### src/sed_regs.svh
`ifndef SED_REGS_SVH
`define SED_REGS_SVH
// Instruction register layout
`define SED_IR_LEN      8
`define SED_IR_RW       7
`define SED_IR_GO       6
`define SED_IR_EXIT     5
`define SED_IR_BYPASS   8'hFF
`define SED_IR_EXTEST   8'h00
`define SED_IR_SAMPLE   8'h01
// Register selects on the test port
`define SED_SEL_CTRL0   5'h00
`define SED_SEL_STAT    5'h01
`define SED_SEL_CNT     5'h02
`define SED_SEL_IAC     5'h04
`define SED_SEL_DAC     5'h08
`define SED_SEL_SCAN    5'h10
`define SED_SEL_ECTL    5'h12
// Bus byte addresses
`define SED_ADR_CTRL0   8'h00
`define SED_ADR_STAT    8'h04
`define SED_ADR_CNT     8'h08
`define SED_ADR_ESTAT   8'h0C
`define SED_ADR_IAC     8'h10
`define SED_ADR_DAC     8'h20
// Fields
`define SED_EDM_BIT     31
`define SED_ECTL_DR     0
`define SED_ECTL_CLK    1
`define SED_EV_N        8
`define SED_DR_LEN      32
`define SED_RST_WORD    32'h0000_0000
`define SED_RST_IR      8'hFF
`define SED_NSYNC       6
// Idle levels of the synchronised pins, tck low and tdi low
`define SED_SYNC_IDLE   6'h3A
`endif

### src/sed_pkg.sv
`default_nettype none
package sed_pkg;
	typedef enum logic [3:0] {
		TLR, RTI, SEL_DR, CAP_DR, SHF_DR, EX1_DR, PAU_DR, EX2_DR, UPD_DR,
		SEL_IR, CAP_IR, SHF_IR, EX1_IR, PAU_IR, EX2_IR, UPD_IR
	} sed_tap_t;
	typedef struct packed {
		logic       rd;
		logic       go;
		logic       ex;
		logic [4:0] sel;
	} sed_cmd_t;
	typedef struct packed {
		logic        cyc;
		logic        stb;
		logic        we;
		logic [7:0]  adr;
		logic [3:0]  sel;
		logic [31:0] dat;
	} sed_wb_req_t;
endpackage
`default_nettype wire

### src/sed_debug_ctrl.sv
// Behaviour
// - EXT_DEBUG_MODE_EN set via test port blocks software writes
// - Enabled events halt CPU under EXT_DEBUG_MODE_EN
// - No debug interrupt while EXT_DEBUG_MODE_EN set
// - First EXT_DEBUG_MODE_EN set keeps other control bits; a bus write that sets it writes the other bits too
// - Emulation disabled blocks EXT_DEBUG_MODE_EN, entry, events; events only while the bit is set, and the bit still blocks software writes
// - Read data resampled into test clock timing
// - Control bit requests CPU clock on
// - Sixteen-state standard TAP controller
// - No boundary cells; public instructions signalled
// - Scanned instruction executes as normal instruction
// - First debug entry starts session, flags shown
// - Go-stay runs one instruction, stays halted
// - Go-exit ends session unless request pending; the code clears the session flag on every go-exit
// - Debug entry halts at recoverable boundary
// - Debug registers readable, writable over test port
// - Entry via request bit, go-stay or pin
// - Test data enable only in shift states
// - Debug request answered by CPU acknowledge
//
// Design decisions made here: the placing of the registers and register access over Wishbone.
`timescale 1ns/10ps
`default_nettype none
`include "sed_regs.svh"
module sed_debug_ctrl (
	// System
	input  wire logic        clk_i,
	input  wire logic        rst_i,
	// Wishbone slave
	input  wire logic        wb_cyc_i,
	input  wire logic        wb_stb_i,
	input  wire logic        wb_we_i,
	input  wire logic [7:0]  wb_adr_i,
	input  wire logic [3:0]  wb_sel_i,
	input  wire logic [31:0] wb_dat_i,
	output logic      [31:0] wb_dat_o,
	output logic             wb_ack_o,
	// Test port pins
	input  wire logic        tck_i,
	input  wire logic        tms_i,
	input  wire logic        tdi_i,
	input  wire logic        trst_n_i,
	output logic             tdo_o,
	output logic             tdo_en_o,
	// CPU and system
	input  wire logic        emu_enable_in_i,
	input  wire logic        ext_debug_entry_n_i,
	input  wire logic        dbg_ack_i,
	input  wire logic [7:0]  dbg_event_i,
	output logic             dbg_req_o,
	output logic             debug_irq_o,
	output logic             exec_o,
	output logic      [31:0] exec_instr_o,
	output logic             debug_session_n_o,
	output logic             cpu_clk_req_o,
	output logic             public_instr_o,
	output logic             ext_debug_mode_en_o
);
	// Pin synchronisers, two stages each
	logic [`SED_NSYNC-1:0] pin_raw, sync1_q, sync2_q;
	assign pin_raw = {ext_debug_entry_n_i, emu_enable_in_i, trst_n_i, tdi_i, tms_i, tck_i};
	// Reset to idle levels so no false tck edge follows reset
	localparam logic [`SED_NSYNC-1:0] SYNC_IDLE = `SED_SYNC_IDLE;
	genvar gi;
	generate
		for (gi = 0; gi < `SED_NSYNC; gi++) begin : g_sync
			always_ff @(posedge clk_i) begin
				if (rst_i) begin
					sync1_q[gi] <= SYNC_IDLE[gi];
					sync2_q[gi] <= SYNC_IDLE[gi];
				end else begin
					sync1_q[gi] <= pin_raw[gi];
					sync2_q[gi] <= sync1_q[gi];
				end
			end
		end
	endgenerate
	logic tck_s, tms_s, tdi_s, trst_n_s, emu_en_s, ext_entry_n_s, tck_prev_q;
	assign {ext_entry_n_s, emu_en_s, trst_n_s, tdi_s, tms_s, tck_s} = sync2_q;
	logic tck_rise, tck_fall;
	assign tck_rise = tck_s & ~tck_prev_q;
	assign tck_fall = ~tck_s & tck_prev_q;

	// TAP group
	sed_pkg::sed_tap_t tap_q, tap_d;
	sed_pkg::sed_cmd_t ir_q, ir_d;
	logic [`SED_DR_LEN-1:0] sh_q, sh_d;
	logic tdo_q, tdo_d, pub_q, pub_d;
	logic [31:0] jt_rdata;
	logic [7:0] estat;
	logic jt_upd;
	always_comb begin
		tap_d = tap_q;
		ir_d  = ir_q;
		sh_d  = sh_q;
		tdo_d = tdo_q;
		pub_d = pub_q;
		if (tck_rise) begin
			case (tap_q)
				sed_pkg::TLR:    tap_d = tms_s ? sed_pkg::TLR    : sed_pkg::RTI;
				sed_pkg::RTI:    tap_d = tms_s ? sed_pkg::SEL_DR : sed_pkg::RTI;
				sed_pkg::SEL_DR: tap_d = tms_s ? sed_pkg::SEL_IR : sed_pkg::CAP_DR;
				sed_pkg::CAP_DR: tap_d = tms_s ? sed_pkg::EX1_DR : sed_pkg::SHF_DR;
				sed_pkg::SHF_DR: tap_d = tms_s ? sed_pkg::EX1_DR : sed_pkg::SHF_DR;
				sed_pkg::EX1_DR: tap_d = tms_s ? sed_pkg::UPD_DR : sed_pkg::PAU_DR;
				sed_pkg::PAU_DR: tap_d = tms_s ? sed_pkg::EX2_DR : sed_pkg::PAU_DR;
				sed_pkg::EX2_DR: tap_d = tms_s ? sed_pkg::UPD_DR : sed_pkg::SHF_DR;
				sed_pkg::UPD_DR: tap_d = tms_s ? sed_pkg::SEL_DR : sed_pkg::RTI;
				sed_pkg::SEL_IR: tap_d = tms_s ? sed_pkg::TLR    : sed_pkg::CAP_IR;
				sed_pkg::CAP_IR: tap_d = tms_s ? sed_pkg::EX1_IR : sed_pkg::SHF_IR;
				sed_pkg::SHF_IR: tap_d = tms_s ? sed_pkg::EX1_IR : sed_pkg::SHF_IR;
				sed_pkg::EX1_IR: tap_d = tms_s ? sed_pkg::UPD_IR : sed_pkg::PAU_IR;
				sed_pkg::PAU_IR: tap_d = tms_s ? sed_pkg::EX2_IR : sed_pkg::PAU_IR;
				sed_pkg::EX2_IR: tap_d = tms_s ? sed_pkg::UPD_IR : sed_pkg::SHF_IR;
				sed_pkg::UPD_IR: tap_d = tms_s ? sed_pkg::SEL_DR : sed_pkg::RTI;
				default:         tap_d = sed_pkg::TLR;
			endcase
			case (tap_q)
				// Read data taken from the system side at capture time
				sed_pkg::CAP_DR: sh_d = jt_rdata;
				sed_pkg::CAP_IR: sh_d = {24'h00_0000, estat};
				sed_pkg::SHF_DR: sh_d = (ir_q == `SED_IR_BYPASS) ? {31'h0000_0000, tdi_s}
				                                                  : {tdi_s, sh_q[31:1]};
				sed_pkg::SHF_IR: sh_d = {24'h00_0000, tdi_s, sh_q[7:1]};
				sed_pkg::UPD_IR: begin
					ir_d  = sh_q[7:0];
					pub_d = (sh_q[7:0] == `SED_IR_EXTEST) || (sh_q[7:0] == `SED_IR_SAMPLE);
				end
				default: ;
			endcase
		end
		if (tck_fall) begin
			tdo_d = sh_q[0];
		end
		if (!trst_n_s) begin
			tap_d = sed_pkg::TLR;
			ir_d  = `SED_RST_IR;
			pub_d = 1'b0;
		end else if (tap_q == sed_pkg::TLR) begin
			ir_d  = `SED_RST_IR;
			pub_d = 1'b0;
		end
	end
	always_ff @(posedge clk_i) begin
		if (rst_i) begin
			tap_q      <= sed_pkg::TLR;
			ir_q       <= `SED_RST_IR;
			sh_q       <= `SED_RST_WORD;
			tdo_q      <= 1'b0;
			pub_q      <= 1'b0;
			tck_prev_q <= 1'b0;
		end else begin
			tap_q      <= tap_d;
			ir_q       <= ir_d;
			sh_q       <= sh_d;
			tdo_q      <= tdo_d;
			pub_q      <= pub_d;
			tck_prev_q <= tck_s;
		end
	end
	assign tdo_o          = tdo_q;
	assign tdo_en_o       = (tap_q == sed_pkg::SHF_DR) || (tap_q == sed_pkg::SHF_IR);
	assign public_instr_o = pub_q;
	assign jt_upd         = tck_rise && (tap_q == sed_pkg::UPD_DR) && (ir_q != `SED_IR_BYPASS);

	// Debug register group
	logic [31:0] ctrl0_q, ctrl0_d, stat_q, stat_d, cnt_q, cnt_d, dac_q, dac_d;
	logic [31:0] scan_q, scan_d, iac_q [4], iac_d [4];
	logic [1:0] ectl_q, ectl_d;
	logic sess_q, sess_d, stay_q, stay_d, ack_prev_q, exec_q, exec_d, ack_q, ack_d;
	logic [31:0] rdat_q, rdat_d;
	logic ext_debug_mode_en, edm_eff, ev_ok, jt_wr, go_cmd, wb_req, wb_wr;
	logic [31:0] wmask, wb_rd;
	sed_pkg::sed_wb_req_t wb;
	assign wb      = '{wb_cyc_i, wb_stb_i, wb_we_i, wb_adr_i, wb_sel_i, wb_dat_i};
	assign ext_debug_mode_en     = ctrl0_q[`SED_EDM_BIT];
	assign edm_eff = ext_debug_mode_en & emu_en_s;
	assign ev_ok   = emu_en_s | ~ext_debug_mode_en;
	assign jt_wr   = jt_upd && !ir_q.rd;
	assign go_cmd  = jt_upd && ir_q.go && dbg_ack_i;
	assign wb_req  = wb.cyc && wb.stb && !ack_q;
	assign wb_wr   = wb_req && wb.we && !ext_debug_mode_en;
	assign wmask   = {{8{wb.sel[3]}}, {8{wb.sel[2]}}, {8{wb.sel[1]}}, {8{wb.sel[0]}}};
	assign estat   = {4'h0, stay_q, edm_eff, sess_q, dbg_ack_i};
	always_comb begin
		case (ir_q.sel)
			`SED_SEL_CTRL0:      jt_rdata = ctrl0_q;
			`SED_SEL_STAT:       jt_rdata = stat_q;
			`SED_SEL_CNT:        jt_rdata = cnt_q;
			`SED_SEL_DAC:        jt_rdata = dac_q;
			`SED_SEL_SCAN:       jt_rdata = scan_q;
			`SED_SEL_ECTL:       jt_rdata = {30'h0000_0000, ectl_q};
			`SED_SEL_IAC,
			`SED_SEL_IAC + 5'h01,
			`SED_SEL_IAC + 5'h02,
			`SED_SEL_IAC + 5'h03: jt_rdata = iac_q[ir_q.sel[1:0]];
			default:             jt_rdata = `SED_RST_WORD;
		endcase
		case (wb.adr)
			`SED_ADR_CTRL0:         wb_rd = ctrl0_q;
			`SED_ADR_STAT:          wb_rd = stat_q;
			`SED_ADR_CNT:           wb_rd = cnt_q;
			`SED_ADR_ESTAT:         wb_rd = {24'h00_0000, estat};
			`SED_ADR_DAC:           wb_rd = dac_q;
			`SED_ADR_IAC,
			`SED_ADR_IAC + 8'h04,
			`SED_ADR_IAC + 8'h08,
			`SED_ADR_IAC + 8'h0C:   wb_rd = iac_q[wb.adr[3:2]];
			default:                wb_rd = `SED_RST_WORD;
		endcase
	end
	always_comb begin
		ctrl0_d = ctrl0_q;
		stat_d  = stat_q;
		cnt_d   = cnt_q;
		dac_d   = dac_q;
		scan_d  = scan_q;
		ectl_d  = ectl_q;
		iac_d   = iac_q;
		sess_d  = sess_q;
		stay_d  = stay_q;
		exec_d  = 1'b0;
		ack_d   = wb_req;
		rdat_d  = wb_req ? wb_rd : `SED_RST_WORD;
		if (wb_wr) begin
			case (wb.adr)
				`SED_ADR_CTRL0: ctrl0_d = (ctrl0_q & ~wmask) | (wb.dat & wmask);
				`SED_ADR_STAT:  stat_d  = (stat_q & ~wmask) | (wb.dat & wmask);
				`SED_ADR_CNT:   cnt_d   = (cnt_q & ~wmask) | (wb.dat & wmask);
				`SED_ADR_DAC:   dac_d   = (dac_q & ~wmask) | (wb.dat & wmask);
				`SED_ADR_IAC, `SED_ADR_IAC + 8'h04, `SED_ADR_IAC + 8'h08, `SED_ADR_IAC + 8'h0C:
					iac_d[wb.adr[3:2]] = (iac_q[wb.adr[3:2]] & ~wmask) | (wb.dat & wmask);
				default: ;
			endcase
		end
		if (jt_wr) begin
			case (ir_q.sel)
				// First EXT_DEBUG_MODE_EN set touches nothing else in the control word
				`SED_SEL_CTRL0: ctrl0_d = ext_debug_mode_en ? sh_q
				                : {sh_q[`SED_EDM_BIT], ctrl0_q[`SED_EDM_BIT-1:0]};
				`SED_SEL_STAT:  stat_d  = sh_q;
				`SED_SEL_CNT:   cnt_d   = sh_q;
				`SED_SEL_DAC:   dac_d   = sh_q;
				`SED_SEL_SCAN:  scan_d  = sh_q;
				`SED_SEL_ECTL:  ectl_d  = sh_q[1:0];
				`SED_SEL_IAC, `SED_SEL_IAC + 5'h01, `SED_SEL_IAC + 5'h02, `SED_SEL_IAC + 5'h03:
					iac_d[ir_q.sel[1:0]] = sh_q;
				default: ;
			endcase
		end
		// Hardware set wins over any write of the status word
		if (ev_ok) begin
			stat_d = stat_d | {24'h00_0000, dbg_event_i & ctrl0_q[`SED_EV_N-1:0]};
		end
		if (dbg_ack_i && !ack_prev_q) begin
			sess_d = 1'b1;
			stay_d = 1'b0;
		end
		if (go_cmd) begin
			exec_d = 1'b1;
			stay_d = !ir_q.ex;
			if (ir_q.ex) begin
				sess_d = 1'b0;
			end
		end
	end
	always_ff @(posedge clk_i) begin
		if (rst_i) begin
			ctrl0_q    <= `SED_RST_WORD;
			stat_q     <= `SED_RST_WORD;
			cnt_q      <= `SED_RST_WORD;
			dac_q      <= `SED_RST_WORD;
			scan_q     <= `SED_RST_WORD;
			iac_q      <= '{default: `SED_RST_WORD};
			ectl_q     <= 2'h0;
			sess_q     <= 1'b0;
			stay_q     <= 1'b0;
			exec_q     <= 1'b0;
			ack_q      <= 1'b0;
			rdat_q     <= `SED_RST_WORD;
			ack_prev_q <= 1'b0;
		end else begin
			ctrl0_q    <= ctrl0_d;
			stat_q     <= stat_d;
			cnt_q      <= cnt_d;
			dac_q      <= dac_d;
			scan_q     <= scan_d;
			iac_q      <= iac_d;
			ectl_q     <= ectl_d;
			sess_q     <= sess_d;
			stay_q     <= stay_d;
			exec_q     <= exec_d;
			ack_q      <= ack_d;
			rdat_q     <= rdat_d;
			ack_prev_q <= dbg_ack_i;
		end
	end
	// Request sources; CPU halts at boundary and answers with ack
	assign dbg_req_o = emu_en_s & (ectl_q[`SED_ECTL_DR] | ~ext_entry_n_s | stay_q
	                   | (ext_debug_mode_en & |stat_q[`SED_EV_N-1:0]));
	assign debug_irq_o         = ~ext_debug_mode_en & ev_ok & |stat_q[`SED_EV_N-1:0];
	assign exec_o              = exec_q;
	assign exec_instr_o        = scan_q;
	assign debug_session_n_o   = ~sess_q;
	assign cpu_clk_req_o       = ectl_q[`SED_ECTL_CLK];
	assign ext_debug_mode_en_o = edm_eff;
	assign wb_ack_o            = ack_q;
	assign wb_dat_o            = rdat_q;
endmodule // sed_debug_ctrl
`default_nettype wire

### config.mk
export PLATFORM = sky130hd
export DESIGN_NAME = sed_debug_ctrl
export DESIGN_NICKNAME = d
export VERILOG_FILES = /design/src/sed_pkg.sv /design/src/sed_debug_ctrl.sv
export VERILOG_INCLUDE_DIRS = /design/src /design/src/src
export SDC_FILE = /design/constraint.sdc
export NUM_CORES = 1
export LEC_CHECK = 0
export BUFFER_PORTS_ARGS = -buffer_cell sky130_fd_sc_hd__buf_2
export CAP_MARGIN = 20
export CORE_UTILIZATION = 35
export DETAILED_ROUTE_END_ITERATION = 7
export SYNTH_ARGS = -nofsm -noshare
export SYNTH_HDL_FRONTEND = slang
export SYNTH_SLANG_ARGS = --single-unit
### constraint.sdc
create_clock -name clk_i -period 2.8 [get_ports clk_i]
set_clock_uncertainty 0.2 [all_clocks]
set_input_delay 0 -clock clk_i [delete_from_list [all_inputs] [get_ports clk_i]]
set_output_delay 0 -clock clk_i [all_outputs]
set_load 0.1 [all_outputs]
==> metrics.md, run 1 <==
| Metric | Value |
|---|---|
| Time the worst path needs with I/O delays and setup | `2.74 ns` |
| I/O pin count | `138` |
| Clock Sinks | `386` |
| Area leader, netlist | `dfxtp_1` |
| Sw Pwr | `between 2 and 3 mW` |
| Routed WL | `89,000 um` |
| Comb power frac | `4.9%` |
| Vias in the first global route | `20,500` |
| Hold_ws | `0.0655 ns` |
| Core Footprint | `around 0.057 sq mm` |
| Total die area | `about 0.058 sq mm` |
| # rows | `87` |
| Via count | `21,500` |
| Top cell type's share of synthesized area | `38.4%` |
| Iteration-0 DRC Markers | `3,033` |
| Routed vias/inst | `6.51` |
| Flop pwr share | `43.7%` |
| #FFs+latches synth | `386` |
| Power share of the clock group | `slightly above 50%` |
| Num CTS Buffers | `46` |
| Layout area overhead | `20.6%` |
| CP Data Required Time | `2.60 ns` |
| Crit path max fanout | `17` |
| Syn avg cell area | `between 8 and 9 sq um` |
| Die height | `242 um` |
| PortBufs | `137` |
| Largest net degree at the start of global routing | `62` |
| CTS max path bufs | `3` |
| DRT Pass-1 Iters | `7` |
| Initial Utilization | `35.6%` |
| Achievable Freq | `366 MHz` |
| Switching Fraction | `a little under a quarter` |
| RSZ-0062 raised after global routing | `false` |
| Synth warn | `0` |
| Synth Flop Type | `dfxtp_1` |
| Synth top area cells | `dfxtp_1 (38%), nand2_1 (5.9%), nor2_1 (5.8%)` |
| Initial antenna violation count | `2` |
| Final hold viol count | `0` |
| Net count, final | `2,570` |
| Setup CP Type | `flop to output pin` |
| Synth Cell Area | `0.0201 sq mm` |
| Skew-Pair Late Insertion Delay | `0.60 ns` |
| Crit share post-route | `a little over nine tenths` |
| Layout cell share with drive strength beyond 1 | `20.2%` |
| Root Driver | `clkbuf_16` |
| Crit path DAT | `about 2.5 ns` |
| Gpl congestion | `0.951` |
| GRT overflow | `0` |
| Status | `finished, final reports clean` |
| Syn Nets | `roughly 2,400` |
| DRC violations left | `0` |
| Most common cell after layout, fill and taps aside | `dfxtp_1` |
| FFs w/ async S/R, synth | `0%` |
| DP HPWL | `58,800 um` |
| Most frequent cells in the layout | `dfxtp_1 (384), nand2_1 (313), nor2_1 (307), buf_2 (135), buf_4 (115)` |
| Multi-input logic area | `0.0113 sq mm` |
| Die span in x | `around 240 um` |
| VDD IR max | `0.485 mV` |
| Post-CTS Setup Inserts | `0` |
| Clock transition at path regs | `0.06 ns` |
| Post-DRT Antenna Nets | `0` |
| Pwr/cell area | `520 mW/mm^2` |
| Average routed wire per standard cell | `27.0 um` |
| Sequential-to-total area share from yosys stat | `between 30% and 40%` |
| LEAKAGE | `9.13 nW` |
| Final setup viols | `0` |
| Launching element type of the critical path | `flop` |
| Total track usage | `29.4%` |
| Syn Inst Count | `2,373` |
| Sequential cell area | `0.00773 sq mm` |
| Crit. End Element | `output pin` |
| Slew Limit Headroom | `44.5%` |
| Worst slew pin tran | `about 0.83 ns` |
| Count of different cell masters after synthesis | `74` |
| First-pass GRT wire length | `132,000 um` |
| Number of H-tree levels | `2` |
| CTS tree | `yes` |
| Internal cell power | `9.65 mW` |
| Total of max-cap violations | `0` |
| FILL cells | `between 5,000 and 6,000` |
| Total negative slack | `0 ns` |
| Number of synthesized flops with an enable pin | `0` |
| Hold Path Class | `primary input to flop` |
| Slew Viols, Final | `0` |
## layout make-up
class                      instances  share of cell area, %
multi-input combinational       1712                   46.7
sequential                       386                   31.8
timing repair buffer             340                   10.6
clock buffer                      69                   5.81
tap                              756                   3.90
clock inverter                    15                  0.840
inverter                          20                  0.309
antenna                            2                 0.0206
## metal layers
layer / part of all wire (%) / vias to the layer above / global-route usage (%)
li1: - / 9155 / -
met1: 39 / 10300 / 38.9
met2: 43 / 1691 / 44.2
met3: 13 / 305 / 8.08
met4: 4.4 / 0 / 13.3
met5: 0 / - / 0
## sequential cells by signal, summed over array words and instances, names as in the netlist, 2 cells and up
| register | cells |
|---|---|
| stat_q | 32 |
| sh_q | 32 |
| exec_instr_o | 32 |
| ectl_q | 2 |
| cnt_q | 32 |
| tap_q | 4 |
| ctrl0_q | 32 |
| wb_dat_o | 32 |
| dac_q | 32 |
| ir_q | 8 |
| iac_q | 128 |
| sync1_q | 6 |
## worst max-delay path, stage by stage, from the launching register on
cell,delay (ns)
dfxtp_1,0.31
buf_4,0.20
nor4b_2,0.34
buf_6,0.27
buf_6,0.26
nor2_1,0.11
a21oi_2,0.13
buf_4,0.30
## cells in the mapped netlist (10+ instances only)
master	count
mux2i_1	70
a221oi_1	31
nor3_1	13
a22oi_1	106
a221o_1	23
a21boi_0	25
nand2_1	316
and3_1	43
dfxtp_1	386
o32ai_1	102
and2_1	14
a31oi_1	28
o2bb2ai_1	21
a32o_1	14
or2_2	42
buf_1	13
buf_2	73
o22ai_1	19
mux2_2	51
clkbuf_1	166
o21ai_0	11
mux4_2	35
a311oi_1	57
a32oi_1	11
nand3_1	62
a22o_1	11
nor2_1	309
nand4_1	27
a21oi_1	94
o211ai_1	40
inv_1	19
nor2b_1	10
a211oi_1	36
## power by group through the flow
| stage | combinational, mW | clock (mW) | sequential, mW |
|---|---|---|---|
| after floorplan | 0.259 | 0 | 5.64 |
| after global placement | 0.505 | 0 | 5.64 |
| after detailed placement | 0.509 | 0 | 5.64 |
| after CTS | 0.587 | 6.55 | 5.52 |
| after global routing | 0.634 | 6.77 | 5.51 |
| final | 0.614 | 6.49 | 5.52 |
## path summary, 6_finish.rpt
path	cells past startpoint	end	start	slack, ns
max	7	tdo_en_o	tap_q[0]	0.06
max reg2reg	7	iac_q[76]	wb_ack_o	0.15
min	3	ctrl0_q[11]	wb_dat_i[11]	0.07
min reg2reg	1	emu_en_s	sync1_q[4]	0.22
## per-stage QoR
| stage | util, % | cell area [sq um] | instances | setup WS (ns) | power [mW] |
|---|---|---|---|---|---|
| after floorplan | - | 20100 | 2373 | 0.164 | 5.89 |
| after global placement | 38.7 | 21900 | 3139 | 0.156 | 6.14 |
| after detailed placement | 38.7 | 21900 | 3139 | 0.0482 | 6.15 |
| after CTS | 42.8 | 24300 | 3297 | 0.0333 | 12.7 |
| after global routing | 42.9 | 24300 | 3298 | 0.00419 | 12.9 |
| final | 42.9 | 24300 | 3300 | 0.0645 | 12.6 |
## cells by family (layout without fill, tap and decap cells)
family / after synthesis / count (layout) / share of synthesized area (%)
xor+xnor: 2 / 2 / 0.0870
other cells: 0 / 2 / 0
buf+inv: 275 / 444 / 5.66
compound gates: 659 / 659 / 25.1
mux: 156 / 156 / 10.2
simple gates: 895 / 895 / 20.5
flops: 386 / 386 / 38.4
## what timing repair did
action,4_1_cts,5_1_grt
gates resized for setup,2,1
endpoints found under the hold margin,296,0
setup endpoints to repair,1,1
hold buffers,74,0
Power figures use the tool's default switching activity.
==> run 2, diff against run 1 <==
Settings changed: ABC_AREA set to 1, CAP_MARGIN 20 to 10.
==> run 2 against run 1 <==
Compared with the run above:
- maximum frequency up 1.1%
- routed wire length grew 8.2%
- area after synthesis up 10%
- largest power group unchanged
- power fell by 7.2%
- via count grew 19%
==> metrics.md, run 2 <==
| Metric | Value |
|---|---|
| Largest register FFs | `128 (unchanged)` |
| Total die area | `0.0645 sq mm (+10%)` |
| # rows | `91 (+4.6%)` |
| Syn avg cell area | `5.95 sq um (-30%)` |
| Average routed wire per standard cell | `20.5 um (-24%)` |
| Die height | `254 um (+5.0%)` |
| Status | `finished, final reports clean` |
| Met2 wire length | `41,800 um (+8.4%)` |
| Final setup viols | `0 (unchanged)` |
| Syn Inst Count | `3,736 (+57%)` |
| Crit. End Element | `flop` |
| Crit path DAT | `2.97 ns (+0.43 ns)` |
| Switching Fraction | `24.7% (+1.2 points)` |
| Crit path max fanout | `41 (+24)` |
| Slowest cell on the critical path | `dlygate4sd3_1` |
| Post-DRT Antenna Nets | `0 (unchanged)` |
| Crit share post-route | `96.6% (-1.1 points)` |
| Setup CP Type | `primary input to flop` |
| Critical-path cell list | `dlygate4sd3_1, buf_2, nor2_2, dlygate4sd3_1, nand2_1, inv_1, nand2_1, buf_12, inv_1, buf_12, a21oi_1, a21oi_1` |
| Synth Cell Area | `0.0222 sq mm (+10%)` |
| Power share of the clock group | `47.6% (-3.8 points)` |
| Delay-heaviest family, CP | `buffers and inverters` |
| Most frequent cells in the layout | `nand2_1 (978), nor2_1 (701), o21ai_0 (432), dfxtp_1 (384), a21oi_1 (323)` |
| Total negative slack | `0 ns (unchanged)` |
| Total track usage | `29.7% (+0.31 points)` |
| Commonest cells post-synth | `nand2_1 (983), nor2_1 (708), o21ai_0 (433)` |
| Met3 wire len | `9380 um (-22%)` |
| Hold Path Class | `primary input to flop` |
| Area leader, netlist | `dfxtp_1` |
| #FFs+latches synth | `386 (unchanged)` |
| Final hold viol count | `0 (unchanged)` |
| Gpl congestion | `0.970 (+2.1%)` |
| Sw Pwr | `2.90 mW (-2.5%)` |
| Synth Flop Type | `dfxtp_1` |
| Core Footprint | `0.0622 sq mm (+9.8%)` |
| Worst slew pin tran | `0.890 ns (+0.0582 ns)` |
| Sequential-to-total area share from yosys stat | `34.8% (-3.6 points)` |
| Cell with the most instances after synthesis | `nand2_1` |
| Total of max-cap violations | `0 (unchanged)` |
| Die span in x | `254 um (+5.0%)` |
| Net count, final | `3,896 (+52%)` |
| Initial Utilization | `35.7% (+0.16 points)` |
| Syn Nets | `3,800 (+56%)` |
| Comb power frac | `5.3% (+0.4 points)` |
| Vias in the first global route | `23,600 (+15%)` |
| Multi-input logic area | `0.0124 sq mm (+9.7%)` |
| DRC violations left | `0 (unchanged)` |
| Count of different cell masters after synthesis | `32 (-57%)` |
| Via count | `25,500 (+19%)` |
| Launching element type of the critical path | `primary input` |
| Internal cell power | `8.81 mW (-8.7%)` |
| Layout area overhead | `16.8%` |
| Most common cell after layout, fill and taps aside | `nand2_1` |
| Slew Limit Headroom | `40.7% (-3.9 points)` |
| CTS max path bufs | `3 (unchanged)` |
| Root Driver | `clkbuf_16` |
| Flop pwr share | `47.1% (+3.4 points)` |
| Clock transition at path regs | `0.06 ns (about the same)` |
| Layout cell share with drive strength beyond 1 | `9.25% (-11 points)` |
| Time the worst path needs with I/O delays and setup | `2.71 ns (-0.0299 ns)` |
| Num CTS Buffers | `44 (-4.3%)` |
| LEAKAGE | `11.1 nW (+22%)` |
| PortBufs | `137 (unchanged)` |
| Initial antenna violation count | `0 (-2)` |
| Routed WL | `96,400 um (+8.2%)` |
| Iteration-0 DRC Markers | `2,974 (-1.9%)` |
| Number of H-tree levels | `2 (unchanged)` |
| Routed vias/inst | `5.42 (-17%)` |
| CP peak stage delay | `0.68 ns (+0.34 ns)` |
| First-pass GRT wire length | `145,000 um (+9.8%)` |
| Clock Sinks | `386 (unchanged)` |
| CTS tree | `yes` |
| Pwr/cell area | `451 mW/mm^2 (-13%)` |
| Skew-Pair Late Insertion Delay | `0.59 ns (about the same)` |
| FFs w/ async S/R, synth | `0% (unchanged)` |
| Sequential cell area | `0.00773 sq mm (unchanged)` |
| Slew Viols, Final | `0 (unchanged)` |
| M1 WL | `39,100 um (+13%)` |
| Synth warn | `0 (unchanged)` |
| GRT overflow | `0 (unchanged)` |
| Number of synthesized flops with an enable pin | `0 (unchanged)` |
| Top Metal Used | `met4` |
| Achievable Freq | `370 MHz (+1.1%)` |
| DP HPWL | `65,100 um (+11%)` |
| FILL cells | `6,821 (+23%)` |
| Top cell type's share of synthesized area | `34.8% (-3.6 points)` |
| Fin util | `41.7% (-1.1 points)` |
| Most flops, register | `iac_q` |
| CP Data Required Time | `3.06 ns (+0.46 ns)` |
| VDD IR max | `0.363 mV (-25%)` |
| DRT Pass-1 Iters | `6 (-1)` |
| # diodes | `0 (-2)` |
| I/O pin count | `138 (unchanged)` |
| Largest net degree at the start of global routing | `136 (+120%)` |
| Synth top area cells | `dfxtp_1 (35%), nand2_1 (17%), nor2_1 (12%)` |
| RSZ-0062 raised after global routing | `false` |
| CP bufs+invs | `7 (+3)` |
[run 2: cell count changes in the layout (fill, tap and decap cells not counted), moves of 70 or more]
cell	delta
nand2_1	+665
o21ai_0	+421
nor2_1	+394
a21oi_1	+230
inv_1	+227
nand3_1	+110
o32ai_1	-102
mux2i_1	-70
[run 2: path summary, 6_finish.rpt]
| kind | startpoint | to | slack [ns] | depth (start not counted) |
|---|---|---|---|---|
| max | wb_adr_i[0] | wb_dat_o[25] | 0.09 | 12 |
| min | wb_adr_i[6] | iac_q[39] | 0.02 | 9 |
| max reg2reg | ir_q[1] | iac_q[0] | 0.23 | 11 |
| min reg2reg | sync1_q[2] | tdi_s | 0.21 | 2 |
[run 2: cell families (layout without fill, tap and decap cells)]
group | count (synthesis) | in the layout | share of synthesized area, %
buffers and inverters | 522 | 646 | 9.47
DFF | 386 | 386 | 34.8
AOI/OAI and AO/OA | 872 | 872 | 20.4
and+or+nand+nor | 1956 | 1956 | 35.3
[run 2: through the flow]
| stage | instances | area [sq um] | setup slack, ns | total power [mW] | hold slack, ns |
|---|---|---|---|---|---|
| 2_1_floorplan | 3736 | 22200 | 0.359 | 5.93 | -0.0962 |
| 3_3_place_gp | 4546 | 23900 | 0.297 | 6.16 | -0.0164 |
| 3_5_place_dp | 4546 | 23900 | 0.279 | 6.16 | -0.0113 |
| 4_1_cts | 4693 | 25900 | 0.0517 | 11.8 | 0.00843 |
| 5_1_grt | 4697 | 25900 | 0.00678 | 12.0 | 0.106 |
| 6_report | 4697 | 25900 | 0.0945 | 11.7 | 0.0223 |
[run 2: cell type report]
cell class	instances	share of cell area, %
repair buffers	309	9.43
clock inverters	10	0.289
inverters	263	3.82
multi-input cells	2828	47.9
flip-flops and latches	386	29.8
well taps	837	4.04
clock buffers	64	4.73
[run 2: metal layers]
layer / global-route usage [%] / vias to the layer above
met4: 17.1 / 0
li1: - / 12200
met3: 4.54 / 305
met1: 38.8 / 11500
met5: 0 / -
met2: 46.4 / 1420
[run 2: timing repair]
action | CTS | global route
buffers inserted | 0 | 4
hold endpoints to repair | 297 | 0
endpoints found under the setup margin | 0 | 40
resized for setup | 0 | 3
hold buffers | 73 | 0
[run 2: power by group through the flow]
stage / Clock (mW) / Combinational, mW / Sequential, mW
2_1_floorplan: 0 / 0.291 / 5.64
3_3_place_gp: 0 / 0.527 / 5.63
3_5_place_dp: 0 / 0.524 / 5.63
4_1_cts: 5.64 / 0.604 / 5.51
5_1_grt: 5.85 / 0.668 / 5.51
6_report: 5.58 / 0.620 / 5.51
[run 2: tightest hold or removal path, stage by stage]
cell	delay, ns
buf_2	0.09
nor2_1	0.07
nand2_1	0.06
nor2_1	0.03
inv_1	0.14
nor3_4	0.09
o21ai_0	0.16
nor2_1	0.06
nor2_1	0.07
